## src/hdl/lpac_pkg.sv

```systemverilog
/*
 * Package for the low-power activity supervisor: register map, reset
 * values, option bit positions and timing constants.
 * Assumes a 50 MHz system clock and an APB slave with 32-bit data.
 */
package lpac_pkg;
    localparam int unsigned CLK_HZ = 50_000_000;

    // register byte addresses (index times four)
    localparam logic [7:0] PWR_IDX = 8'h0E;
    localparam logic [7:0] ACT_IDX = 8'h0F;
    localparam logic [11:0] PWR_ADDR = {2'b00, PWR_IDX, 2'b00};
    localparam logic [11:0] ACT_ADDR = {2'b00, ACT_IDX, 2'b00};
    localparam logic [11:0] STAT_ADDR = 12'h080;
    localparam logic [11:0] IRQ_ADDR = 12'h084;
    localparam logic [11:0] MASK_ADDR = 12'h088;
    localparam logic [11:0] CTL_ADDR = 12'h08C;

    localparam logic [7:0] PWR_RESET = 8'h9A;
    localparam logic [7:0] ACT_RESET = 8'hD5;
    localparam logic [3:0] MASK_RESET = 4'h0;

    // power control bit positions
    localparam int PW_MASTER = 7;
    localparam int PW_LEVEL = 6;
    localparam int PW_AUTO = 5;
    localparam int PW_TSEL = 4;
    localparam int PW_WARN = 3;
    localparam int PW_IGN = 2;
    localparam int PW_IGNDLY = 1;
    // activity monitor bit positions
    localparam int AM_MASTER = 7;
    localparam int AM_WAKE = 6;
    localparam int AM_AUTO = 5;
    localparam int AM_TSEL = 4;
    localparam int AM_WARN = 3;
    localparam int AM_EXCL = 1;
    localparam int AM_LED = 0;

    // event bits: 0 sleep entered, 1 woke, 2 activity_alert_message, 3 sleep alert
    localparam int EV_SLEEP = 0;
    localparam int EV_WAKE = 1;
    localparam int EV_ACT = 2;
    localparam int EV_LPA = 3;

    // all timing counted in milliseconds from a 1 ms tick
    localparam int unsigned TICK_US = 1000;
    localparam int unsigned TICK_CYC = CLK_HZ / 1_000_000 * TICK_US;
    localparam int unsigned SER_SHORT_MIN = 5;
    localparam int unsigned SER_LONG_MIN = 20;
    localparam int unsigned SER_WARN_MIN = 1;
    localparam int unsigned BUS_SHORT_S = 30;
    localparam int unsigned BUS_LONG_S = 150;
    localparam int unsigned IGN_SHORT_S = 1;
    localparam int unsigned IGN_LONG_S = 5;
    localparam int unsigned LED_ON_MS = 16;
    localparam int unsigned LED_PERIOD_S = 4;
    localparam logic [20:0] SER_SHORT_MS = 21'(SER_SHORT_MIN * 60_000);
    localparam logic [20:0] SER_LONG_MS = 21'(SER_LONG_MIN * 60_000);
    localparam logic [20:0] SER_WARN_MS = 21'(SER_WARN_MIN * 60_000);
    localparam logic [20:0] BUS_SHORT_MS = 21'(BUS_SHORT_S * 1000);
    localparam logic [20:0] BUS_LONG_MS = 21'(BUS_LONG_S * 1000);
    localparam logic [20:0] IGN_SHORT_MS = 21'(IGN_SHORT_S * 1000);
    localparam logic [20:0] IGN_LONG_MS = 21'(IGN_LONG_S * 1000);
    localparam logic [20:0] LED_ON_CNT = 21'(LED_ON_MS);
    localparam logic [20:0] LED_PER_CNT = 21'(LED_PERIOD_S * 1000);

    typedef enum logic [1:0] {MSG_NONE, MSG_ACT, MSG_SLEEP} lpac_msg_t;

    typedef struct packed {
        logic      valid;
        logic      excl;
        lpac_msg_t kind;
    } lpac_alert_t;
endpackage

```

## src/hdl/lpac_top.sv

```systemverilog
/*
 * Low-power activity supervisor: APB registers, inactivity timers,
 * ignition monitor, alert requests, sleep output and LED flasher.
 * Assumes inputs synchronous to sys_clk; activity pulses mark chars.
 */
// The APB slave port is this design's own decision.
// Summary of operation
// - no low-power function unless power master set
// - full-power pin inverted while asleep
// - serial auto-sleep after serial inactivity timeout
// - serial timeout 5 or 20 minutes
// - serial warning alert one minute before
// - ignition low enters sleep when enabled
// - ignition high waits 1 or 5 s
// - monitor master gates bits 3 to 6
// - wake on bus idle-to-active transition
// - bus auto-sleep after bus inactivity timeout
// - bus timeout 30 or 150 seconds
// - bus warning alert at bus timeout
// - exclamation before both alert messages
// - LED 16 ms flash every 4 s asleep
// - power options apply after next reset
// - monitor options apply after defaults or reset
`timescale 1ns/1ps
module lpac_top (
    // clock and reset
    input  wire logic               sys_clk,
    input  wire logic               rst,
    // apb slave
    input  wire logic               psel,
    input  wire logic               penable,
    input  wire logic               pwrite,
    input  wire logic [11:0]        paddr,
    input  wire logic [31:0]        pwdata,
    output logic                    pready,
    output logic [31:0]             prdata,
    output logic                    pslverr,
    // device-side events
    input  wire logic               soft_reset,
    input  wire logic               restore_defaults,
    input  wire logic               serial_activity,
    input  wire logic               bus_activity,
    input  wire logic               ignition_monitor_input,
    // alert request to the serial transmitter
    output lpac_pkg::lpac_alert_t   alert,
    input  wire logic               alert_ack,
    // pins
    output logic                    full_power_out,
    output logic                    legacy_mode,
    output logic                    tx_led,
    output logic                    sleeping,
    output logic                    irq
);
    logic [7:0]  pwr_stored;
    logic [7:0]  act_stored;
    logic [7:0]  pwr;
    logic [7:0]  act;
    logic [3:0]  status;
    logic [3:0]  mask;
    logic [3:0]  ev;
    logic        wr;
    logic        rd;
    logic        lp_en;
    logic        am_en;
    logic        tick;
    logic [15:0] tick_cnt;
    logic [20:0] ser_ms;
    logic [20:0] bus_ms;
    logic [20:0] ign_ms;
    logic [20:0] led_ms;
    logic [20:0] ser_lim;
    logic [20:0] bus_lim;
    logic [20:0] ign_lim;
    logic        ser_warned;
    logic        bus_idle;
    logic        bus_fired;
    logic        ign_low_seen;
    logic        go_sleep;
    logic        go_wake;
    logic        ser_warn_now;
    logic        bus_alert_now;

    assign wr = psel && penable && pwrite;
    assign rd = psel && !penable && !pwrite;
    assign pready = 1'b1;
    assign pslverr = 1'b0;

    // stored option values, written by software
    always_ff @(posedge sys_clk) begin
        if (rst) begin
            pwr_stored <= lpac_pkg::PWR_RESET;
            act_stored <= lpac_pkg::ACT_RESET;
            mask       <= lpac_pkg::MASK_RESET;
        end else if (wr) begin
            case (paddr)
                lpac_pkg::PWR_ADDR:  pwr_stored <= pwdata[7:0];
                lpac_pkg::ACT_ADDR:  act_stored <= pwdata[7:0];
                lpac_pkg::MASK_ADDR: mask <= pwdata[3:0];
                default: ;
            endcase
        end
    end

    // effective options: power loaded on reset, monitor on reset or default restore
    always_ff @(posedge sys_clk) begin
        if (rst) begin
            pwr <= lpac_pkg::PWR_RESET;
            act <= lpac_pkg::ACT_RESET;
        end else begin
            if (soft_reset) begin
                pwr <= pwr_stored;
            end
            if (soft_reset || restore_defaults) begin
                act <= act_stored;
            end
        end
    end

    assign lp_en = pwr[lpac_pkg::PW_MASTER];
    assign am_en = lp_en && act[lpac_pkg::AM_MASTER];
    assign legacy_mode = !lp_en;

    // read data registered in the setup phase
    always_ff @(posedge sys_clk) begin
        if (rst) begin
            prdata <= 32'h0000_0000;
        end else if (rd) begin
            case (paddr)
                lpac_pkg::PWR_ADDR:  prdata <= {24'h0, pwr_stored};
                lpac_pkg::ACT_ADDR:  prdata <= {24'h0, act_stored};
                lpac_pkg::STAT_ADDR: prdata <= {28'h0, status};
                lpac_pkg::IRQ_ADDR:  prdata <= {28'h0, status & mask};
                lpac_pkg::MASK_ADDR: prdata <= {28'h0, mask};
                lpac_pkg::CTL_ADDR:
                    prdata <= {29'h0, ign_low_seen, bus_idle, sleeping};
                default:             prdata <= 32'h0000_0000;
            endcase
        end
    end

    // 1 ms tick divider
    always_ff @(posedge sys_clk) begin
        if (rst || tick_cnt == 16'(lpac_pkg::TICK_CYC - 1)) begin
            tick_cnt <= 16'h0000;
        end else begin
            tick_cnt <= tick_cnt + 16'h0001;
        end
    end
    assign tick = (tick_cnt == 16'(lpac_pkg::TICK_CYC - 1));

    assign ser_lim = pwr[lpac_pkg::PW_TSEL] ? lpac_pkg::SER_LONG_MS
                                            : lpac_pkg::SER_SHORT_MS;
    assign bus_lim = act[lpac_pkg::AM_TSEL] ? lpac_pkg::BUS_LONG_MS
                                            : lpac_pkg::BUS_SHORT_MS;
    assign ign_lim = pwr[lpac_pkg::PW_IGNDLY] ? lpac_pkg::IGN_LONG_MS
                                              : lpac_pkg::IGN_SHORT_MS;

    // serial inactivity timer
    always_ff @(posedge sys_clk) begin
        if (rst || serial_activity || sleeping) begin
            ser_ms <= 21'h0;
        end else if (tick && ser_ms != ser_lim) begin
            ser_ms <= ser_ms + 21'h1;
        end
    end
    assign ser_warn_now = lp_en && pwr[lpac_pkg::PW_AUTO]
        && pwr[lpac_pkg::PW_WARN] && !ser_warned
        && ser_ms == ser_lim - lpac_pkg::SER_WARN_MS;
    always_ff @(posedge sys_clk) begin
        if (rst || serial_activity || sleeping) begin
            ser_warned <= 1'b0;
        end else if (ser_warn_now) begin
            ser_warned <= 1'b1;
        end
    end

    // bus inactivity timer and idle tracking
    always_ff @(posedge sys_clk) begin
        if (rst || bus_activity) begin
            bus_ms <= 21'h0;
        end else if (tick && bus_ms != bus_lim) begin
            bus_ms <= bus_ms + 21'h1;
        end
    end
    always_ff @(posedge sys_clk) begin
        if (rst || bus_activity) begin
            bus_idle <= 1'b0;
        end else if (bus_ms == bus_lim) begin
            bus_idle <= 1'b1;
        end
    end
    assign bus_alert_now = am_en && act[lpac_pkg::AM_WARN] && !bus_fired
        && !sleeping && bus_ms == bus_lim;
    always_ff @(posedge sys_clk) begin
        if (rst || bus_activity) begin
            bus_fired <= 1'b0;
        end else if (bus_ms == bus_lim && !sleeping) begin
            bus_fired <= 1'b1;
        end
    end

    // ignition release delay
    always_ff @(posedge sys_clk) begin
        if (rst) begin
            ign_low_seen <= 1'b0;
            ign_ms       <= 21'h0;
        end else if (!ignition_monitor_input) begin
            ign_low_seen <= lp_en && pwr[lpac_pkg::PW_IGN];
            ign_ms       <= 21'h0;
        end else if (ign_low_seen && tick) begin
            if (ign_ms + 21'h1 >= ign_lim) begin
                ign_low_seen <= 1'b0;
            end else begin
                ign_ms <= ign_ms + 21'h1;
            end
        end
    end

    assign go_sleep = !sleeping && lp_en && (
        (pwr[lpac_pkg::PW_AUTO] && ser_ms == ser_lim)
        || (am_en && act[lpac_pkg::AM_AUTO] && bus_ms == bus_lim
            && !bus_fired)
        || (pwr[lpac_pkg::PW_IGN] && !ignition_monitor_input));
    // ignition still low with ignition control set keeps the device asleep unless the power master is cleared
    assign go_wake = sleeping && (!lp_en || (!ign_low_seen
        && !(pwr[lpac_pkg::PW_IGN] && !ignition_monitor_input) && (
        serial_activity
        || (am_en && act[lpac_pkg::AM_WAKE] && bus_idle
            && bus_activity))));

    always_ff @(posedge sys_clk) begin
        if (rst) begin
            sleeping <= 1'b0;
        end else if (go_sleep) begin
            sleeping <= 1'b1;
        end else if (go_wake) begin
            sleeping <= 1'b0;
        end
    end

    always_ff @(posedge sys_clk) begin
        if (rst) begin
            full_power_out <= lpac_pkg::PWR_RESET[lpac_pkg::PW_LEVEL];
        end else begin
            full_power_out <= pwr[lpac_pkg::PW_LEVEL]
                              ^ (sleeping && lp_en);
        end
    end

    // alert request held until acknowledged
    always_ff @(posedge sys_clk) begin
        if (rst) begin
            alert <= '{valid: 1'b0, excl: 1'b0, kind: lpac_pkg::MSG_NONE};
        end else if (go_sleep) begin
            alert.valid <= 1'b1;
            alert.excl  <= act[lpac_pkg::AM_EXCL];
            alert.kind  <= lpac_pkg::MSG_SLEEP;
        end else if (ser_warn_now || bus_alert_now) begin
            alert.valid <= 1'b1;
            alert.excl  <= act[lpac_pkg::AM_EXCL];
            alert.kind  <= lpac_pkg::MSG_ACT;
        end else if (alert_ack) begin
            alert.valid <= 1'b0;
        end
    end

    // led flasher
    always_ff @(posedge sys_clk) begin
        if (rst || !sleeping) begin
            led_ms <= 21'h0;
        end else if (tick) begin
            led_ms <= (led_ms == lpac_pkg::LED_PER_CNT - 21'h1)
                      ? 21'h0 : led_ms + 21'h1;
        end
    end
    always_ff @(posedge sys_clk) begin
        if (rst) begin
            tx_led <= 1'b0;
        end else begin
            tx_led <= sleeping && lp_en
                && act[lpac_pkg::AM_LED]
                && led_ms < lpac_pkg::LED_ON_CNT;
        end
    end

    // sticky events, set wins over write-one clear
    assign ev[lpac_pkg::EV_SLEEP] = go_sleep;
    assign ev[lpac_pkg::EV_WAKE]  = go_wake;
    assign ev[lpac_pkg::EV_ACT]   = ser_warn_now || bus_alert_now;
    assign ev[lpac_pkg::EV_LPA]   = go_sleep;
    always_ff @(posedge sys_clk) begin
        if (rst) begin
            status <= 4'h0;
        end else if (wr && paddr == lpac_pkg::STAT_ADDR) begin
            status <= (status & ~pwdata[3:0]) | ev;
        end else begin
            status <= status | ev;
        end
    end
    assign irq = |(status & mask);
endmodule

```

## config.mk

```make
export PLATFORM = sky130hd
export DESIGN_NAME = lpac_top
export DESIGN_NICKNAME = d
export VERILOG_FILES = /design/src/hdl/lpac_pkg.sv /design/src/hdl/lpac_top.sv
export SDC_FILE = /design/constraint.sdc
export NUM_CORES = 1
export LEC_CHECK = 0
export BUFFER_PORTS_ARGS = -buffer_cell sky130_fd_sc_hd__buf_2
export CORE_AREA = 2 2 124 126
export CTS_CLUSTER_DIAMETER = 150
export DETAILED_ROUTE_END_ITERATION = 10
export DIE_AREA = 0 0 126 128
export PLACE_DENSITY = 0.81
export SYNTH_ARGS = -nofsm -noshare
export SYNTH_HDL_FRONTEND = slang
export SYNTH_SLANG_ARGS = --single-unit
```

## constraint.sdc

```tcl
create_clock -name sys_clk -period 2.84 [get_ports sys_clk]
set_clock_uncertainty 0.05 [all_clocks]
set_input_delay 0.142 -clock sys_clk [delete_from_list [all_inputs] [get_ports sys_clk]]
set_output_delay 0.142 -clock sys_clk [all_outputs]
set_load 0.03 [all_outputs]
```

# == Word level (Yosys, flattened, before mapping) ==
# Index checks and enable logic that the tools add are counted.
# totals
romBits,0
elab_cells,135
mem_count,0
out_inout_bits,43
regBits,183
mem_bits_rw,0
latchBits,0
# op_classes
bitwise_logic,8
n_mul,0
mux,15
div_mod_pow,0
addsub,6
n_reduce_logical,66
shift,0
n_eq_ne,15
magnitude_cmp,2
# op_table
cell,n
"adder 21 x 1 -> 21 bit, second input constant",4
"== test 12 x 8 -> 1 bit, second input constant",4
one-hot mux 8 bit (6 select lines),1
== test 21 bit,2
2-to-1 mux 21 bit,2
logical AND 1 bit,35
"== test 12 x 6 -> 1 bit, second input constant",2
"== test 21 x 12 -> 1 bit, second input constant",1
== test 21 x 18 -> 1 bit,1
greater-or-equal comparator 21 x 13 -> 1 bit,1
"< comparator 21 x 5 -> 1 bit, second input constant",1
inequality test 21 x 18 -> 1 bit,1
inequality test 21 bit,1
"subtractor 21 x 16 -> 21 bit, second input constant",1
2-to-1 mux 18 bit,1
"adder 16 x 1 -> 16 bit, second input constant",1
"== test 16 bit, second input constant",1
2-to-1 mux 13 bit,1
logical OR 1 bit,11
AND reduction 2 bit,5
logical NOT 1 bit,9
bitwise AND 4 bit,2
2-to-1 mux 4 bit,2
bitwise OR 4 bit,2
10 further kinds,20

# == Depth between registers and ports, before layout ==
# depth
ltp_word,10
depth_mapped,14

# == Least setup slack after synthesis ==
# OpenSTA, ideal clock, no wires.
# synth_path
path_kind,register -> register
from,reg ign_ms[0]
to,reg ign_ms[1]
period_less_slack_ns,2.936
arrival_ns,2.772
setup_slack_ns,-0.096
path_stages_with_launch,15
cell_sequence,dfxtp_1 ha_1 and4_4 nand2_1 xnor2_1 ha_1 nand2_1 a221oi_1 a211o_1 o21ai_0 o21ai_1 clkbuf_1 buf_2 nor3_1 o21a_1
# synth_via
elab_chain_cells,4
# synth_rtl
element,line,text
start: declaration,lpac_top.sv:69,logic [20:0] ign_ms;
start signal: assignment,lpac_top.sv:214,ign_ms <= ign_ms + 21'h1;
adder 21 x 1 -> 21 bit (*),"lpac_top.sv:211, lpac_top.sv:214",
greater-or-equal comparator 21 x 13 -> 1 bit,lpac_top.sv:211,if (ign_ms + 21'h1 >= ign_lim) begin
NOT 1 bit (no source line),--,
AND reduction 2 bit (no source line),--,
# Mark *: on every way between the ends. The rest lies on a longest branch, timed or not.
# A chain may end at the register's enable or synchronous reset.

# == Worst setup path after layout ==
# layout_path
from,reg ign_ms[0]
to,reg ign_ms[8]
# The elaborated chain is that of the path after synthesis.

==> impl_metrics.tcl <==
set metrics [dict create \
    coreArea_sq_um 14900 \
    period_needed_ns 2.85 \
    dpl_cell_area_sq_um 8150 \
    netlist_area_sq_um 7670 \
    ys_seq_elements 157 \
    fin_crit_sh 1.00 \
    drt-initial-drc-count 501 \
    r2r_start "ign_ms[0]" \
    hp-class "primary input to flop" \
    grt_pass1_wl_mm 29.3 \
    die_h_um 128 \
    worst_slew_pin_slew_ns 0.753 \
    outcome "complete, but fails checks" \
    clk_pin_slew_ns 0.07 \
    via_per_inst 5.76 \
    critPathArrivalTime_ns 3.17 \
    antenna_found_initial 0 \
    nets 1062 \
    peakVddDrop_v 0.000442 \
    async_flop_share 0 \
    worstPathRequired_ns 3.15 \
    wirelength_mm 18.3 \
    grt_max_degree 32 \
    drcViolationCount 0 \
    n_antenna_cell 0 \
    cts-root-buf "clkbuf_16" \
    insertion_delay_ns 0.44 \
    setup_ws_ns -0.0136 \
    rsz0062_at_grt "true" \
    timing.fmax_ghz 0.350 \
    drtAntennaViolNets 0 \
    startpoint_type "flop" \
    final_core_util 0.616 \
    maxSlewHeadroom 0.498 \
    power.density_nw_per_um2 526 \
    cts.sinks 157 \
    synth_ff_type "dfxtp_1" \
    r2r_cells 9 \
    netlist_instances 917 \
    min_from "restore_defaults" \
    clock_path_buffers 2 \
    cts_tree "done" \
    num-fill-cells 1212 \
    overflow 0 \
    first_pass_iters 5 \
    rr_endpoint "ign_ms[8]" \
    ios 98 \
    hold_end "act[7]" \
    place_ws_ns -0.0858 \
    ys_top_cells_by_count "dfxtp_1, nor2_1, nand2_1, a21oi_1, xnor2_1" \
    drv_slew 0 \
    first_global_vias 6127 \
    area_growth_pct 19.2 \
    postSynthAreaPerCell_sq_um 8.37 \
    final.hold.worst_slack_ns 0.0241 \
    hold_viol 0 \
    synth_area_leaders "dfxtp_1, nor2_1, xnor2_1" \
    cap_violations 0 \
    design_area_sq_um 9150 \
    vias 6901 \
    criticalPathCategory "flop to flop" \
    setup_tns_ns -0.0136 \
    synth_edf_count 0 \
    reg2reg_slack_ns -0.01 \
    die_w_um 126 \
    synthMostInstantiatedCell "dfxtp_1" \
    yosysUniqueCellTypes 63 \
    cts_buffers 17 \
    synth_area_leader_cell "dfxtp_1" \
    yosysWarnings 0 \
    final-setup-viol-count 1 \
    synth-seq-area-share 0.410 \
    wl_per_cell_um 15.3 \
    netlist.area_leader.share 0.410 \
    failed_checks "negative setup slack" \
    endpoint_kind "flop" \
    dieArea_sq_um 16100 \
    gp_congestion 0.845 \
    critPathMaxFanout 6 \
    initial_utilization 0.516 \
    htreeDepth 4 \
    port_buffers 47 \
    drive_gt1_frac 0.167 \
    hold_depth 3 \
    rows 45 \
    hpwlAfterDp_mm 11.8 \
    p_leak_uw 0.00332 \
    grt_usage 0.220 \
]
## layout make-up
class | count | area [sq um] | area share
repair buffers | 100 | 669 | 0.0731
flip-flops and latches | 157 | 3150 | 0.344
multi-input cells | 693 | 4370 | 0.478
clock buffers | 17 | 425 | 0.0465
well taps | 188 | 235 | 0.0257
inverters | 28 | 105 | 0.0115
clock inverters | 15 | 198 | 0.0216
## kinds of logic (layout without fill, tap and decap cells)
logic type | Yosys count | after routing | synth area share
XOR/XNOR | 73 | 73 | 0.0833
adder cells (fa/ha/maj) | 10 | 10 | 0.0163
AO/OA/AOI/OAI | 138 | 138 | 0.111
multiplexers | 33 | 33 | 0.0432
flip-flops | 157 | 157 | 0.410
other | 2 | 26 | 0.000979
buffers and inverters | 93 | 160 | 0.0602
AND/OR/NAND/NOR | 411 | 413 | 0.275
## stage by stage
stage,std cells,power (uW)
2_1_floorplan,941,2430
3_3_place_gp,1145,2450
3_5_place_dp,1145,2450
4_1_cts,1190,4840
5_1_grt,1198,4960
6_report,1198,4820
## worst max-delay path by stage
stage                     from    endpoint  slack [ns]
floorplan            ign_ms[1]  ign_ms[10]        0.01
global placement     ign_ms[1]   ign_ms[8]        0.02
detailed placement   ign_ms[1]   ign_ms[8]       -0.09
CTS                  ign_ms[0]   ign_ms[8]       -0.04
global route        ign_ms[12]   ign_ms[8]       -0.09
finish               ign_ms[0]   ign_ms[8]       -0.01
## repair_timing
action | in CTS | in global routing
buffers inserted | 0 | 7
pin swaps | 1 | 20
gates resized for setup | 4 | 34
gates cloned | 2 | 1
hold buffers | 11 | 0
setup endpoints to repair | 20 | 26
hold endpoints to repair | 22 | 0
## power breakdown
group	internal [uW]	total [uW]	switching [uW]
logic	61.3	201	140
registers	2210	2220	10.5
clock network	1350	2390	1040
## sequential cells by signal, summed over array words and instances (netlist names), 7 cells and up
register	cells
bus_ms	21
ign_ms	21
led_ms	21
ser_ms	21
tick_cnt	16
act_stored	8
prdata	8
pwr_stored	8
act	7
pwr	7
## critical path, cell delays in order (launching register included)
cell and delay (ns):
dfxtp_2 0.35, ha_4 0.13, and4_4 0.30, nand4_4 0.14
xnor2_2 0.19, ha_2 0.31, o311a_1 0.17, or4_4 0.50
or4_4 0.50, a21oi_2 0.14
## per-layer routing
metal	wire, um	global-route usage	up-vias
met5	0	0	-
li1	-	-	3363
met4	391	0.0814	0
met1	8170	0.292	3280
met2	8750	0.355	214
met3	965	0.0455	44
## layout by cell type (no fill, tap or decap), drive strengths merged, types with 32 or more instances in the layout
cell type,n
a21oi,48
buf,89
dfxtp,157
inv,38
mux2i,32
nand2,78
nand3,34
nor2,122
o21ai,41
xnor2,43
(Power assumes the default switching activity.)
